### src/common/axi_probe_pkg.sv
// shared types and constants for the axi channel trigger probe
// assumes a single monitored interface clock; no software registers
package axi_probe_pkg;

    // probe bit positions
    localparam int VALID_BIT = 0;
    localparam int READY_BIT = 1;
    localparam int LAST_BIT  = 2;

    // probe widths
    localparam int ADDR_PROBE_W = 2;
    localparam int DATA_PROBE_W = 3;

    // event match codes
    localparam logic [1:0] ADDR_CMD_END  = 2'h3;
    localparam logic [2:0] LAST_BEAT_END = 3'h7;
    localparam logic [2:0] MID_BEAT_END  = 3'h3;
    localparam logic [1:0] RESP_END      = 2'h3;

    // reset values
    localparam logic [1:0] ADDR_PROBE_RST = 2'h0;
    localparam logic [2:0] DATA_PROBE_RST = 3'h0;

    // number of decoded events, and their positions in the event vector
    localparam int NUM_EVENTS    = 7;
    localparam int EV_AR_CMD     = 0;
    localparam int EV_R_LAST     = 1;
    localparam int EV_R_BEAT     = 2;
    localparam int EV_AW_CMD     = 3;
    localparam int EV_W_LAST     = 4;
    localparam int EV_W_BEAT     = 5;
    localparam int EV_B_RESP     = 6;

    localparam logic [NUM_EVENTS-1:0] EVENT_RST = 7'h00;

    // raw handshake inputs of all five channels
    typedef struct packed {
        logic arvalid;
        logic arready;
        logic rvalid;
        logic rready;
        logic rlast;
        logic awvalid;
        logic awready;
        logic wvalid;
        logic wready;
        logic wlast;
        logic bvalid;
        logic bready;
    } axi_handshake_t;

    // packed per-channel probes
    typedef struct packed {
        logic [ADDR_PROBE_W-1:0] read_addr;
        logic [DATA_PROBE_W-1:0] read_data;
        logic [ADDR_PROBE_W-1:0] write_addr;
        logic [DATA_PROBE_W-1:0] write_data;
        logic [ADDR_PROBE_W-1:0] write_resp;
    } channel_probes_t;

endpackage

### src/core/probe_event_decode.sv
// decodes handshake events from the packed channel probes
// assumes probes are registered on the same clock; purely combinational
`timescale 1ns/1ps
module probe_event_decode
    import axi_probe_pkg::*;
(
    input  wire axi_probe_pkg::channel_probes_t          probes_in,
    output logic [axi_probe_pkg::NUM_EVENTS-1:0]         events_out
);
    import axi_probe_pkg::*;

    always_comb
    begin
        events_out              = EVENT_RST;
        events_out[EV_AR_CMD]   = (probes_in.read_addr  == ADDR_CMD_END);
        events_out[EV_R_LAST]   = (probes_in.read_data  == LAST_BEAT_END);
        events_out[EV_R_BEAT]   = (probes_in.read_data  == MID_BEAT_END);
        events_out[EV_AW_CMD]   = (probes_in.write_addr == ADDR_CMD_END);
        events_out[EV_W_LAST]   = (probes_in.write_data == LAST_BEAT_END);
        events_out[EV_W_BEAT]   = (probes_in.write_data == MID_BEAT_END);
        events_out[EV_B_RESP]   = (probes_in.write_resp == RESP_END);
    end

endmodule

### src/core/axi_channel_trigger_probe.sv
// axi channel trigger probe: packs handshake signals per channel, decodes
// end-of-command, end-of-beat and response events, ors selected ones into a trigger
// assumes the handshake inputs come from logic on clk_in (no synchroniser needed)
`timescale 1ns/1ps

// Functional notes
// - read address probe is two bits: valid bit 0, ready bit 1, both registered in the same cycle.
// - read data probe is three bits: valid bit 0, ready bit 1, last bit 2.
// - write address probe is two bits: valid bit 0, ready bit 1.
// - write data probe is three bits: valid bit 0, ready bit 1, last bit 2.
// - write response probe is two bits: valid bit 0, ready bit 1.
// - flag read address command end when its probe equals 2'b11.
// - flag last read beat end when read data probe equals 3'b111.
// - flag non-last read beat end when read data probe equals 3'b011.
// - flag write address command end when its probe equals 2'b11.
// - flag last write beat end when write data probe equals 3'b111.
// - flag non-last write beat end when write data probe equals 3'b011.
// - selected per-channel events are ored into one trigger condition.
// - flag write response when response probe equals 2'b11.
module axi_channel_trigger_probe
    import axi_probe_pkg::*;
(
    input  wire logic                                    clk_in,
    input  wire logic                                    rst_b_in,
    input  wire logic                                    clk_en_in,
    input  wire axi_probe_pkg::axi_handshake_t           handshake_in,
    input  wire logic [axi_probe_pkg::NUM_EVENTS-1:0]    trigger_select_in,
    input  wire logic [axi_probe_pkg::NUM_EVENTS-1:0]    capture_select_in,
    output logic [axi_probe_pkg::ADDR_PROBE_W-1:0]       read_addr_handshake_probe_out,
    output logic [axi_probe_pkg::DATA_PROBE_W-1:0]       read_data_handshake_probe_out,
    output logic [axi_probe_pkg::ADDR_PROBE_W-1:0]       write_addr_handshake_probe_out,
    output logic [axi_probe_pkg::DATA_PROBE_W-1:0]       write_data_handshake_probe_out,
    output logic [axi_probe_pkg::ADDR_PROBE_W-1:0]       write_resp_handshake_probe_out,
    output logic [axi_probe_pkg::NUM_EVENTS-1:0]         events_out,
    output logic                                         trigger_out,
    output logic                                         capture_out
);
    import axi_probe_pkg::*;

    // ============================================================
    // reset release
    // ============================================================
    logic            rst_sync_a;
    logic            rst_sync_b;

    always_ff @(posedge clk_in or negedge rst_b_in)
    begin
        if (!rst_b_in)
        begin
            rst_sync_a <= 1'b0;
            rst_sync_b <= 1'b0;
        end
        else
        begin
            rst_sync_a <= 1'b1;
            rst_sync_b <= rst_sync_a;
        end
    end

    // ============================================================
    // probe packing
    // ============================================================
    channel_probes_t next_probes;
    channel_probes_t probes;

    always_comb
    begin
        next_probes = '0;
        next_probes.read_addr[VALID_BIT]  = handshake_in.arvalid;
        next_probes.read_addr[READY_BIT]  = handshake_in.arready;
        next_probes.read_data[VALID_BIT]  = handshake_in.rvalid;
        next_probes.read_data[READY_BIT]  = handshake_in.rready;
        next_probes.read_data[LAST_BIT]   = handshake_in.rlast;
        next_probes.write_addr[VALID_BIT] = handshake_in.awvalid;
        next_probes.write_addr[READY_BIT] = handshake_in.awready;
        next_probes.write_data[VALID_BIT] = handshake_in.wvalid;
        next_probes.write_data[READY_BIT] = handshake_in.wready;
        next_probes.write_data[LAST_BIT]  = handshake_in.wlast;
        next_probes.write_resp[VALID_BIT] = handshake_in.bvalid;
        next_probes.write_resp[READY_BIT] = handshake_in.bready;
    end

    // ============================================================
    // read address channel probe
    // ============================================================
    logic [ADDR_PROBE_W-1:0] read_addr_probe;

    always_ff @(posedge clk_in or negedge rst_sync_b)
    begin
        if (!rst_sync_b)
        begin
            read_addr_probe <= ADDR_PROBE_RST;
        end
        else if (clk_en_in)
        begin
            read_addr_probe <= next_probes.read_addr;
        end
    end

    assign read_addr_handshake_probe_out = read_addr_probe;

    // ============================================================
    // read data channel probe
    // ============================================================
    logic [DATA_PROBE_W-1:0] read_data_probe;

    always_ff @(posedge clk_in or negedge rst_sync_b)
    begin
        if (!rst_sync_b)
        begin
            read_data_probe <= DATA_PROBE_RST;
        end
        else if (clk_en_in)
        begin
            read_data_probe <= next_probes.read_data;
        end
    end

    assign read_data_handshake_probe_out = read_data_probe;

    // ============================================================
    // write address channel probe
    // ============================================================
    logic [ADDR_PROBE_W-1:0] write_addr_probe;

    always_ff @(posedge clk_in or negedge rst_sync_b)
    begin
        if (!rst_sync_b)
        begin
            write_addr_probe <= ADDR_PROBE_RST;
        end
        else if (clk_en_in)
        begin
            write_addr_probe <= next_probes.write_addr;
        end
    end

    assign write_addr_handshake_probe_out = write_addr_probe;

    // ============================================================
    // write data channel probe
    // ============================================================
    logic [DATA_PROBE_W-1:0] write_data_probe;

    always_ff @(posedge clk_in or negedge rst_sync_b)
    begin
        if (!rst_sync_b)
        begin
            write_data_probe <= DATA_PROBE_RST;
        end
        else if (clk_en_in)
        begin
            write_data_probe <= next_probes.write_data;
        end
    end

    assign write_data_handshake_probe_out = write_data_probe;

    // ============================================================
    // write response channel probe
    // ============================================================
    logic [ADDR_PROBE_W-1:0] write_resp_probe;

    always_ff @(posedge clk_in or negedge rst_sync_b)
    begin
        if (!rst_sync_b)
        begin
            write_resp_probe <= ADDR_PROBE_RST;
        end
        else if (clk_en_in)
        begin
            write_resp_probe <= next_probes.write_resp;
        end
    end

    assign write_resp_handshake_probe_out = write_resp_probe;

    // ============================================================
    // probe recombination for the event decoder
    // ============================================================
    // every channel register shares one edge and enable, so the decoder
    // always sees one coherent cycle of all five handshakes
    always_comb
    begin
        probes            = '0;
        probes.read_addr  = read_addr_probe;
        probes.read_data  = read_data_probe;
        probes.write_addr = write_addr_probe;
        probes.write_data = write_data_probe;
        probes.write_resp = write_resp_probe;
    end

    // ============================================================
    // event decode
    // ============================================================
    logic [NUM_EVENTS-1:0] decoded;

    probe_event_decode u_decode
    (
        .probes_in  (probes),
        .events_out (decoded)
    );

    assign events_out = decoded;

    // ============================================================
    // trigger and capture conditions
    // ============================================================
    // sum of products across channels, each term a whole-probe compare
    logic [NUM_EVENTS-1:0] trigger_terms;
    logic [NUM_EVENTS-1:0] capture_terms;

    for (genvar e = 0; e < NUM_EVENTS; e++)
    begin : g_select_terms
        assign trigger_terms[e] = decoded[e] & trigger_select_in[e];
        assign capture_terms[e] = decoded[e] & capture_select_in[e];
    end

    assign trigger_out = |trigger_terms;
    assign capture_out = |capture_terms;

endmodule

### config.mk
export PLATFORM = sky130hd
export DESIGN_NAME = axi_channel_trigger_probe
export DESIGN_NICKNAME = d
export VERILOG_FILES = /design/src/common/axi_probe_pkg.sv /design/src/core/probe_event_decode.sv /design/src/core/axi_channel_trigger_probe.sv
export SDC_FILE = /design/constraint.sdc
export NUM_CORES = 1
export LEC_CHECK = 0
export ABC_AREA = 0
export BUFFER_PORTS_ARGS = -buffer_cell sky130_fd_sc_hd__buf_2
export CORE_MARGIN = 2
export CORE_UTILIZATION = 38
export CTS_CLUSTER_DIAMETER = 40
export DETAILED_ROUTE_END_ITERATION = 10
export GPL_ROUTABILITY_DRIVEN = 0
export PLACE_DENSITY_LB_ADDON = 0.1
export SKIP_LAST_GASP = 1
export SLEW_MARGIN = 20
export SYNTH_ARGS = -nofsm -noshare
export SYNTH_HDL_FRONTEND = slang
export SYNTH_HIERARCHICAL = 1
export SYNTH_SLANG_ARGS = --single-unit
### constraint.sdc
create_clock -name clk_in -period 1.5 [get_ports clk_in]
set_clock_uncertainty 0.05 [all_clocks]
set_input_delay 0.075 -clock clk_in [delete_from_list [all_inputs] [get_ports clk_in]]
set_output_delay 0.075 -clock clk_in [all_outputs]
set_load 0.01 [all_outputs]
==> report_table.html, run 1 <==
<table>
<tr><th>Metric</th><th>Value</th></tr>
<tr><th colspan="2">GRT</th></tr>
<tr><td>Antenna violations before repair</td><td>0</td></tr>
<tr><td>Largest net degree at the start of global routing</td><td>13</td></tr>
<tr><td>Met3 GRT Util</td><td>3.600%</td></tr>
<tr><td>Global-route wire length before repair</td><td>2.387 mm</td></tr>
<tr><td>Total overflow reported by the global router</td><td>0</td></tr>
<tr><td>GR Util All Layers</td><td>between 10% and 20%</td></tr>
<tr><td>GR Layer Usage met2</td><td>30.29%</td></tr>
<tr><td>Layer with the highest usage</td><td>met2</td></tr>
<tr><td>Number of global-route vias before repair</td><td>between 500 and 600</td></tr>
<tr><td>Global Route met1 Usage</td><td>18.25%</td></tr>
<tr><th colspan="2">Synth</th></tr>
<tr><td>Cells after Synth</td><td>43</td></tr>
<tr><td>Library cell with the largest summed area after synthesis</td><td>sky130_fd_sc_hd__dfrtp_1</td></tr>
<tr><td>Synth Area per Inst</td><td>15.10 um^2</td></tr>
<tr><td>Share of the synthesized area in the top cell type</td><td>between 50% and 60%</td></tr>
<tr><td>Post-Syn Nets</td><td>72</td></tr>
<tr><td>Post-synthesis sequential element count</td><td>14</td></tr>
<tr><td>Netlist area before placement</td><td>649.4 um^2</td></tr>
<tr><td>Main area contributors after synthesis</td><td>sky130_fd_sc_hd__dfrtp_1, sky130_fd_sc_hd__mux2_4, sky130_fd_sc_hd__a22oi_1</td></tr>
<tr><td>Portion of the post-synthesis area used by sequential elements</td><td>53.95%</td></tr>
<tr><td>Syn. warnings</td><td>6</td></tr>
<tr><td>Number of distinct library cell variants in the gate-level netlist after synthesis</td><td>11</td></tr>
<tr><th colspan="2">Pwr</th></tr>
<tr><td>Leakage component of the power</td><td>0.0005841 uW</td></tr>
<tr><td>Int Power</td><td>665.7 uW</td></tr>
<tr><td>Switching power summed over all nets</td><td>230.4 uW</td></tr>
<tr><td>Total Power</td><td>roughly 900 uW</td></tr>
<tr><td>Power share of the combinational group</td><td>approximately 30%</td></tr>
<tr><td>Power share of the sequential group</td><td>between 40% and 50%</td></tr>
<tr><td>Net switching share of the total power</td><td>roughly a quarter</td></tr>
<tr><td>Portion of total power attributed to the clock network</td><td>21.1%</td></tr>
<tr><td>Cell area power density</td><td>833.8 nW/um^2</td></tr>
<tr><td>Max IR drop VDD</td><td>0.6830 mV</td></tr>
<tr><th colspan="2">Critical path</th></tr>
<tr><td>Arrival time worst endpoint</td><td>about 1.4 ns</td></tr>
<tr><td>Critical Path Fanout Max</td><td>4</td></tr>
<tr><td>Type of the worst setup path</td><td>reg -&gt; out</td></tr>
<tr><td>Worst setup SP type</td><td>register</td></tr>
<tr><td>Crit path max-delay cell type</td><td>sky130_fd_sc_hd__dfrtp_1</td></tr>
<tr><td>Stage delay of the slowest cell on the critical path</td><td>0.40 ns</td></tr>
<tr><td>Crit path cell chain</td><td>and3_4 &gt; a222oi_1 &gt; nand3_1 &gt; buf_2</td></tr>
<tr><td>Required arrival time at the worst endpoint</td><td>1.37 ns</td></tr>
<tr><td>Critical Path End Type</td><td>primary output</td></tr>
<tr><th colspan="2">Routing</th></tr>
<tr><td>Routed wirelength normalized by instance count</td><td>between 10 and 15 um</td></tr>
<tr><td>Vias per cell</td><td>4.872</td></tr>
<tr><td>First DRT Iteration DRCs</td><td>7</td></tr>
<tr><td>Number of optimization iterations in the first detailed-route pass</td><td>4</td></tr>
<tr><td>Routed wire length</td><td>between 1 and 1.5 mm</td></tr>
<tr><td>Antenna violation net count after detailed routing</td><td>0</td></tr>
<tr><td>Vias after detailed routing</td><td>about 610</td></tr>
<tr><td>DRC violation count after routing</td><td>0</td></tr>
<tr><th colspan="2">Timing</th></tr>
<tr><td>Unrepaired setup endpoints after global routing</td><td>yes</td></tr>
<tr><td>Hold Fails Final Rpt</td><td>0</td></tr>
<tr><td>Minimum setup slack in the final design</td><td>-0.05954 ns</td></tr>
<tr><td>Final Hold Slack</td><td>about 0.073 ns</td></tr>
<tr><td>Final Cycle Share</td><td>104.0%</td></tr>
<tr><td>Final critical-path required period</td><td>1.560 ns</td></tr>
<tr><td>Total setup violations reported at the end of the flow</td><td>2</td></tr>
<tr><td>Max frequency</td><td>0.6412 GHz</td></tr>
<tr><td>Total count of max-transition violations in the final report</td><td>0</td></tr>
<tr><th colspan="2">Clocking</th></tr>
<tr><td>Level count of the clock H-tree</td><td>1</td></tr>
<tr><td>Post-CTS clock slew at the launch and capture registers of the worst setup and hold paths</td><td>0.07 ns</td></tr>
<tr><td>Clock sink count</td><td>14</td></tr>
<tr><td>Number of CTS-inserted buffers</td><td>3</td></tr>
<tr><td>Clock insertion delay at the later pin of the skew report</td><td>0.26 ns</td></tr>
<tr><td>Worst-case clock buffer depth</td><td>2</td></tr>
<tr><td>CTS tree</td><td>built</td></tr>
<tr><td>Clock tree root driver cell</td><td>sky130_fd_sc_hd__clkbuf_4</td></tr>
<tr><th colspan="2">Die</th></tr>
<tr><td>Initial standard-cell utilization of the core</td><td>41.65%</td></tr>
<tr><td>Die Height</td><td>45.34 um</td></tr>
<tr><td>I/O pin count</td><td>50</td></tr>
<tr><td>CORE AREA</td><td>1559 um^2</td></tr>
<tr><td>Number of standard-cell rows in the floorplan</td><td>14</td></tr>
<tr><td>Die footprint</td><td>2056 um^2</td></tr>
<tr><td>Die width</td><td>45.34 um</td></tr>
<tr><th colspan="2">Layout</th></tr>
<tr><td>Most frequent standard cell in the layout excluding fill and tap cells</td><td>sky130_fd_sc_hd__buf_2</td></tr>
<tr><td># fillers</td><td>127</td></tr>
<tr><td>Number of antenna cells inserted</td><td>0</td></tr>
<tr><td>P&amp;R area growth vs syn</td><td>65.51%</td></tr>
<tr><td>Total Nets Final</td><td>140</td></tr>
<tr><td>Commonest cells after routing, fill and taps aside</td><td>sky130_fd_sc_hd__buf_2, sky130_fd_sc_hd__dfrtp_1, sky130_fd_sc_hd__dlygate4sd3_1</td></tr>
<tr><td>Share of cells above drive strength 1</td><td>62.39%</td></tr>
<tr><td>Post-route non-filler standard cell count</td><td>125</td></tr>
<tr><td>Final core area utilization</td><td>68.94%</td></tr>
<tr><th colspan="2">Run status</th></tr>
<tr><td>Violations in the final reports</td><td>negative setup slack</td></tr>
<tr><td>Outcome</td><td>complete, but fails checks</td></tr>
<tr><th colspan="2">Flow run</th></tr>
<tr><td>Max Cap Viol</td><td>0</td></tr>
<tr><th colspan="2">Placement</th></tr>
<tr><td>Total placed cells including tap cells</td><td>107</td></tr>
<tr><td>DPL Wire Length</td><td>1.130 mm</td></tr>
<tr><td>Buffers on Ports</td><td>49</td></tr>
<tr><th colspan="2">Worst hold path</th></tr>
<tr><td>Min-Delay Path Class</td><td>in -&gt; async</td></tr>
</table>
metrics by stage:
| stage | setup slack [ns] | TNS [ns] | instance area, um^2 |
|---|---|---|---|
| after global placement | 0.2033 | 0 | 903.4 |
| final | -0.05954 | -0.07118 | 1075 |
| after CTS | -0.08064 | -0.1312 | 1067 |
| after floorplan | 0.2310 | 0 | 649.4 |
| after global routing | -0.1268 | -0.2329 | 1075 |
| after detailed placement | 0.1984 | 0 | 903.4 |
kinds of logic after synthesis:
group / synth area share [%]
buf+inv: 1.734
compound gates: 7.707
simple gates: 9.441
flops: 53.95
mux: 26.59
other cells: 0.5775
flip-flops by register name, indices dropped and copies added, names as in the netlist:
signal and cells:
rst_sync_a 1, read_addr_handshake_probe_out 2, rst_sync_b 1, read_data_handshake_probe_out 3, write_data_handshake_probe_out 3, write_resp_handshake_probe_out 2, write_addr_handshake_probe_out 2
synth_stat cells:
library cell	number
sky130_fd_sc_hd__a222oi_1	2
sky130_fd_sc_hd__a22oi_1	4
sky130_fd_sc_hd__and2_1	3
sky130_fd_sc_hd__and3_2	2
sky130_fd_sc_hd__and3b_1	2
sky130_fd_sc_hd__buf_6	1
sky130_fd_sc_hd__conb_1	1
sky130_fd_sc_hd__dfrtp_1	14
sky130_fd_sc_hd__mux2_2	2
sky130_fd_sc_hd__mux2_4	10
sky130_fd_sc_hd__nand3_1	2
final timing paths:
path | start | end | cells past startpoint | slack [ns]
min in group clk_in | clk_en_in | write_addr_handshake_probe_out[0] | 2 | 0.25
hold / removal | rst_b_in | rst_sync_a | 2 | 0.07
setup / recovery | write_data_handshake_probe_out[0] | capture_out | 4 | -0.06
hold reg to reg | rst_sync_b | write_resp_handshake_probe_out[1] | 0 | 0.14
max in group asynchronous | rst_sync_b | write_data_handshake_probe_out[1] | 0 | 0.95
setup reg to reg | write_data_handshake_probe_out[0] | write_data_handshake_probe_out[0] | 2 | 0.55
power groups by stage:
stage	Sequential (uW)	Combinational, uW	Clock [uW]
floorplan	462	111	0
global placement	450	231	0
detailed placement	451	231	0
CTS	444	264	202
global route	451	287	215
finish	443	264	189
layer usage:
layer  part of all wire [%]  vias to the layer above  wire length (um)
met2                     49                       40               712
li1                       -                      299                 -
met5                      0                        -                 0
met1                     41                      268               602
met4                   0.55                        0                 8
met3                    9.6                        2               140
repair_timing:
action / CTS / global route
pin swaps: 4 / 3
buffers inserted: 1 / 1
setup endpoints to repair: 2 / 2
hold endpoints to repair: 14 / 0
hold buffers: 13 / 0
resized for setup: 1 / 0
final cells by class:
| cell class | instances | area (um^2) | share of cell area (%) |
|---|---|---|---|
| well taps | 16 | 20.02 | 1.863 |
| multi-input cells | 28 | 291.5 | 27.12 |
| flip-flops and latches | 14 | 350.3 | 32.60 |
| clock buffers | 3 | 22.52 | 2.095 |
| repair buffers | 64 | 390.4 | 36.32 |
critical path: cells and delay by family (launching register included):
kind                   cells  cell delay [ns]
buffers and inverters      1             0.15
AND/OR/NAND/NOR            2             0.28
flip-flops                 1             0.40
AO/OA/AOI/OAI              1             0.34
(Power assumes the default switching activity.)
==> run 2, diff against run 1 <==
--- a/config.mk
+++ b/config.mk
@@ -6,7 +6,7 @@
 export NUM_CORES = 1
 export LEC_CHECK = 0
 export ABC_AREA = 0
-export BUFFER_PORTS_ARGS = -buffer_cell sky130_fd_sc_hd__buf_2
+export BUFFER_PORTS_ARGS = -buffer_cell sky130_fd_sc_hd__clkbuf_2
 export CORE_MARGIN = 2
 export CORE_UTILIZATION = 38
 export CTS_CLUSTER_DIAMETER = 40
==> run 2 against run 1 <==
  * The run still ends with negative setup slack left
  * Power rose by 0.65%
  * Design area did not move
  * Maximum frequency rose by 0.20%
  * Wire length rose by 4.7%
  * Clock power barely moved
  * Flip-flop and latch count did not move
  * Cell count did not move
  * Hold slack got worse by 0.0042 ns
==> report_table.html, run 2 (synthesis gave the netlist of run 1 again) <==
<table>
<tr><th>Metric</th><th>Value</th></tr>
<tr><th colspan="2">Run status</th></tr>
<tr><td>Outcome</td><td>complete, but fails checks</td></tr>
<tr><td>Violations in the final reports</td><td>negative setup slack</td></tr>
<tr><th colspan="2">Routing</th></tr>
<tr><td>Vias after detailed routing</td><td>about 600</td></tr>
<tr><td>First DRT Iteration DRCs</td><td>6</td></tr>
<tr><td>DRC violation count after routing</td><td>0</td></tr>
<tr><td>Vias per cell</td><td>4.792</td></tr>
<tr><td>Routed wirelength normalized by instance count</td><td>between 10 and 15 um</td></tr>
<tr><td>Number of optimization iterations in the first detailed-route pass</td><td>5</td></tr>
<tr><td>Antenna violation net count after detailed routing</td><td>0</td></tr>
<tr><td>Routed wire length</td><td>1.533 mm</td></tr>
<tr><th colspan="2">Clocking</th></tr>
<tr><td>CTS tree</td><td>built</td></tr>
<tr><td>Post-CTS clock slew at the launch and capture registers of the worst setup and hold paths</td><td>0.07 ns</td></tr>
<tr><td>Clock sink count</td><td>14</td></tr>
<tr><td>Worst-case clock buffer depth</td><td>2</td></tr>
<tr><td>Number of CTS-inserted buffers</td><td>3</td></tr>
<tr><td>Clock insertion delay at the later pin of the skew report</td><td>0.26 ns</td></tr>
<tr><td>Level count of the clock H-tree</td><td>1</td></tr>
<tr><td>Clock tree root driver cell</td><td>sky130_fd_sc_hd__clkbuf_4</td></tr>
<tr><th colspan="2">Die</th></tr>
<tr><td>Die Height</td><td>roughly 45 um</td></tr>
<tr><td>I/O pin count</td><td>50</td></tr>
<tr><td>Initial standard-cell utilization of the core</td><td>41.65%</td></tr>
<tr><td>CORE AREA</td><td>~1600 um^2</td></tr>
<tr><td>Number of standard-cell rows in the floorplan</td><td>14</td></tr>
<tr><td>Die footprint</td><td>2056 um^2</td></tr>
<tr><td>Die width</td><td>45.34 um</td></tr>
<tr><th colspan="2">Layout</th></tr>
<tr><td>Post-route non-filler standard cell count</td><td>125</td></tr>
<tr><td>Final core area utilization</td><td>between 60% and 70%</td></tr>
<tr><td>Sequential cell area</td><td>350.3 um^2</td></tr>
<tr><td>Most frequent standard cell in the layout excluding fill and tap cells</td><td>sky130_fd_sc_hd__clkbuf_2</td></tr>
<tr><td>Total Nets Final</td><td>140</td></tr>
<tr><td>Total area of multi-input combinational cells</td><td>291.5 um^2</td></tr>
<tr><td>P&amp;R area growth vs syn</td><td>65.51%</td></tr>
<tr><td>Commonest cells after routing, fill and taps aside</td><td>sky130_fd_sc_hd__clkbuf_2, sky130_fd_sc_hd__dfrtp_1, sky130_fd_sc_hd__dlygate4sd3_1</td></tr>
<tr><td>Share of cells above drive strength 1</td><td>slightly above 60%</td></tr>
<tr><td># fillers</td><td>132</td></tr>
<tr><td>Number of antenna cells inserted</td><td>0</td></tr>
<tr><th colspan="2">Placement</th></tr>
<tr><td>DPL Wire Length</td><td>1.149 mm</td></tr>
<tr><td>Buffers on Ports</td><td>roughly 50</td></tr>
<tr><td>Total placed cells including tap cells</td><td>107</td></tr>
<tr><th colspan="2">Timing</th></tr>
<tr><td>Minimum setup slack in the final design</td><td>-0.05635 ns</td></tr>
<tr><td>Max frequency</td><td>0.6425 GHz</td></tr>
<tr><td>Total count of max-transition violations in the final report</td><td>0</td></tr>
<tr><td>Total setup violations reported at the end of the flow</td><td>2</td></tr>
<tr><td>Final Cycle Share</td><td>103.8%</td></tr>
<tr><td>Final critical-path required period</td><td>1.556 ns</td></tr>
<tr><td>Unrepaired setup endpoints after global routing</td><td>yes</td></tr>
<tr><td>Hold Fails Final Rpt</td><td>0</td></tr>
<tr><th colspan="2">Flow run</th></tr>
<tr><td>Max Cap Viol</td><td>0</td></tr>
<tr><th colspan="2">GRT</th></tr>
<tr><td>Number of global-route vias before repair</td><td>577</td></tr>
<tr><td>Global-route wire length before repair</td><td>2.380 mm</td></tr>
<tr><td>GR Util All Layers</td><td>between 10% and 20%</td></tr>
<tr><td>Antenna violations before repair</td><td>0</td></tr>
<tr><td>Total overflow reported by the global router</td><td>0</td></tr>
<tr><td>Largest net degree at the start of global routing</td><td>13</td></tr>
<tr><th colspan="2">Pwr</th></tr>
<tr><td>Leakage component of the power</td><td>0.0005890 uW</td></tr>
<tr><td>Power share of the combinational group</td><td>29.6%</td></tr>
<tr><td>Power share of the sequential group</td><td>49.3%</td></tr>
<tr><td>Cell area power density</td><td>839.2 nW/um^2</td></tr>
<tr><td>Portion of total power attributed to the clock network</td><td>21.2%</td></tr>
<tr><td>Net switching share of the total power</td><td>26.27%</td></tr>
<tr><td>Total Power</td><td>902.0 uW</td></tr>
<tr><td>Max IR drop VDD</td><td>0.6826 mV</td></tr>
<tr><td>Int Power</td><td>approximately 670 uW</td></tr>
<tr><td>Switching power summed over all nets</td><td>around 240 uW</td></tr>
<tr><th colspan="2">Critical path</th></tr>
<tr><td>Worst setup SP type</td><td>register</td></tr>
<tr><td>Critical Path End Type</td><td>primary output</td></tr>
<tr><td>Arrival time worst endpoint</td><td>~1.4 ns</td></tr>
<tr><td>Required arrival time at the worst endpoint</td><td>1.37 ns</td></tr>
<tr><td>Critical Path Fanout Max</td><td>4</td></tr>
<tr><td>Type of the worst setup path</td><td>reg -&gt; out</td></tr>
<tr><th colspan="2">Worst hold path</th></tr>
<tr><td>Min-Delay Path Class</td><td>in -&gt; async</td></tr>
</table>
[run 2: cell count changes in the layout (fill, tap and decap cells not counted), sizes merged]
cell,before,now
clkbuf,3,52
buf,51,2
[run 2: layout make-up]
cell class	instances	share of cell area (%)
clock buffers	3	2.095
multi-input cells	28	27.12
flip-flops and latches	14	32.60
well taps	16	1.863
repair buffers	64	36.32
[run 2: path summary, 6_finish.rpt]
check                                             startpoint  slack (ns)                                end  cells past startpoint
max in group asynchronous                         rst_sync_b        0.94   read_data_handshake_probe_out[0]                      0
hold reg to reg                                   rst_sync_b        0.14  write_resp_handshake_probe_out[1]                      0
min in group clk_in                               rst_sync_a        0.31                         rst_sync_b                      0
hold / removal                                      rst_b_in        0.07                         rst_sync_a                      2
setup reg to reg           write_data_handshake_probe_out[0]        0.55  write_data_handshake_probe_out[0]                      2
setup / recovery           write_data_handshake_probe_out[0]       -0.06                        capture_out                      4
[run 2: worst max-delay path, cell delays in order (launching register included)]
cell and delay [ns]:
sky130_fd_sc_hd__dfrtp_1 0.40, sky130_fd_sc_hd__and3_4 0.18, sky130_fd_sc_hd__a222oi_1 0.34, sky130_fd_sc_hd__nand3_1 0.10, sky130_fd_sc_hd__clkbuf_2 0.14
[run 2: timing repair]
action / CTS / global route
hold endpoints to repair: 12 / 2
hold buffers: 11 / 2
pin swaps: 3 / 3
buffers inserted: 1 / 1
gates resized for setup: 1 / 0
endpoints found under the setup margin: 2 / 2
[run 2: stage by stage]
step                worst slack (ns)  TNS (ns)  cell area, um^2  hold WS (ns)
finish                      -0.05635  -0.08263             1075       0.06875
global route                 -0.1448   -0.2644             1075       0.09495
CTS                         -0.08871   -0.1336             1047     0.0003955
detailed placement            0.1863         0            903.4       -0.1873
global placement              0.2041         0            903.4       -0.1887
floorplan                     0.2310         0            649.4       -0.2706
[run 2: power by group through the flow]
stage | logic (uW) | registers, uW | clock network, uW
after detailed placement | 232 | 453 | 0
final | 267 | 444 | 191
after global routing | 290 | 452 | 219
after global placement | 231 | 451 | 0
after floorplan | 111 | 462 | 0
after CTS | 261 | 445 | 202
[run 2: per-layer routing]
metal / track usage, % / vias to the layer above / part of all wire (%) / routed length [um]
li1: - / 297 / - / -
met1: 18.77 / 264 / 42 / 640
met3: 4.000 / 2 / 8.4 / 129
met4: 8.235 / 0 / 0.52 / 8
met5: 0 / - / 0 / 0
met2: 29.43 / 36 / 49 / 754
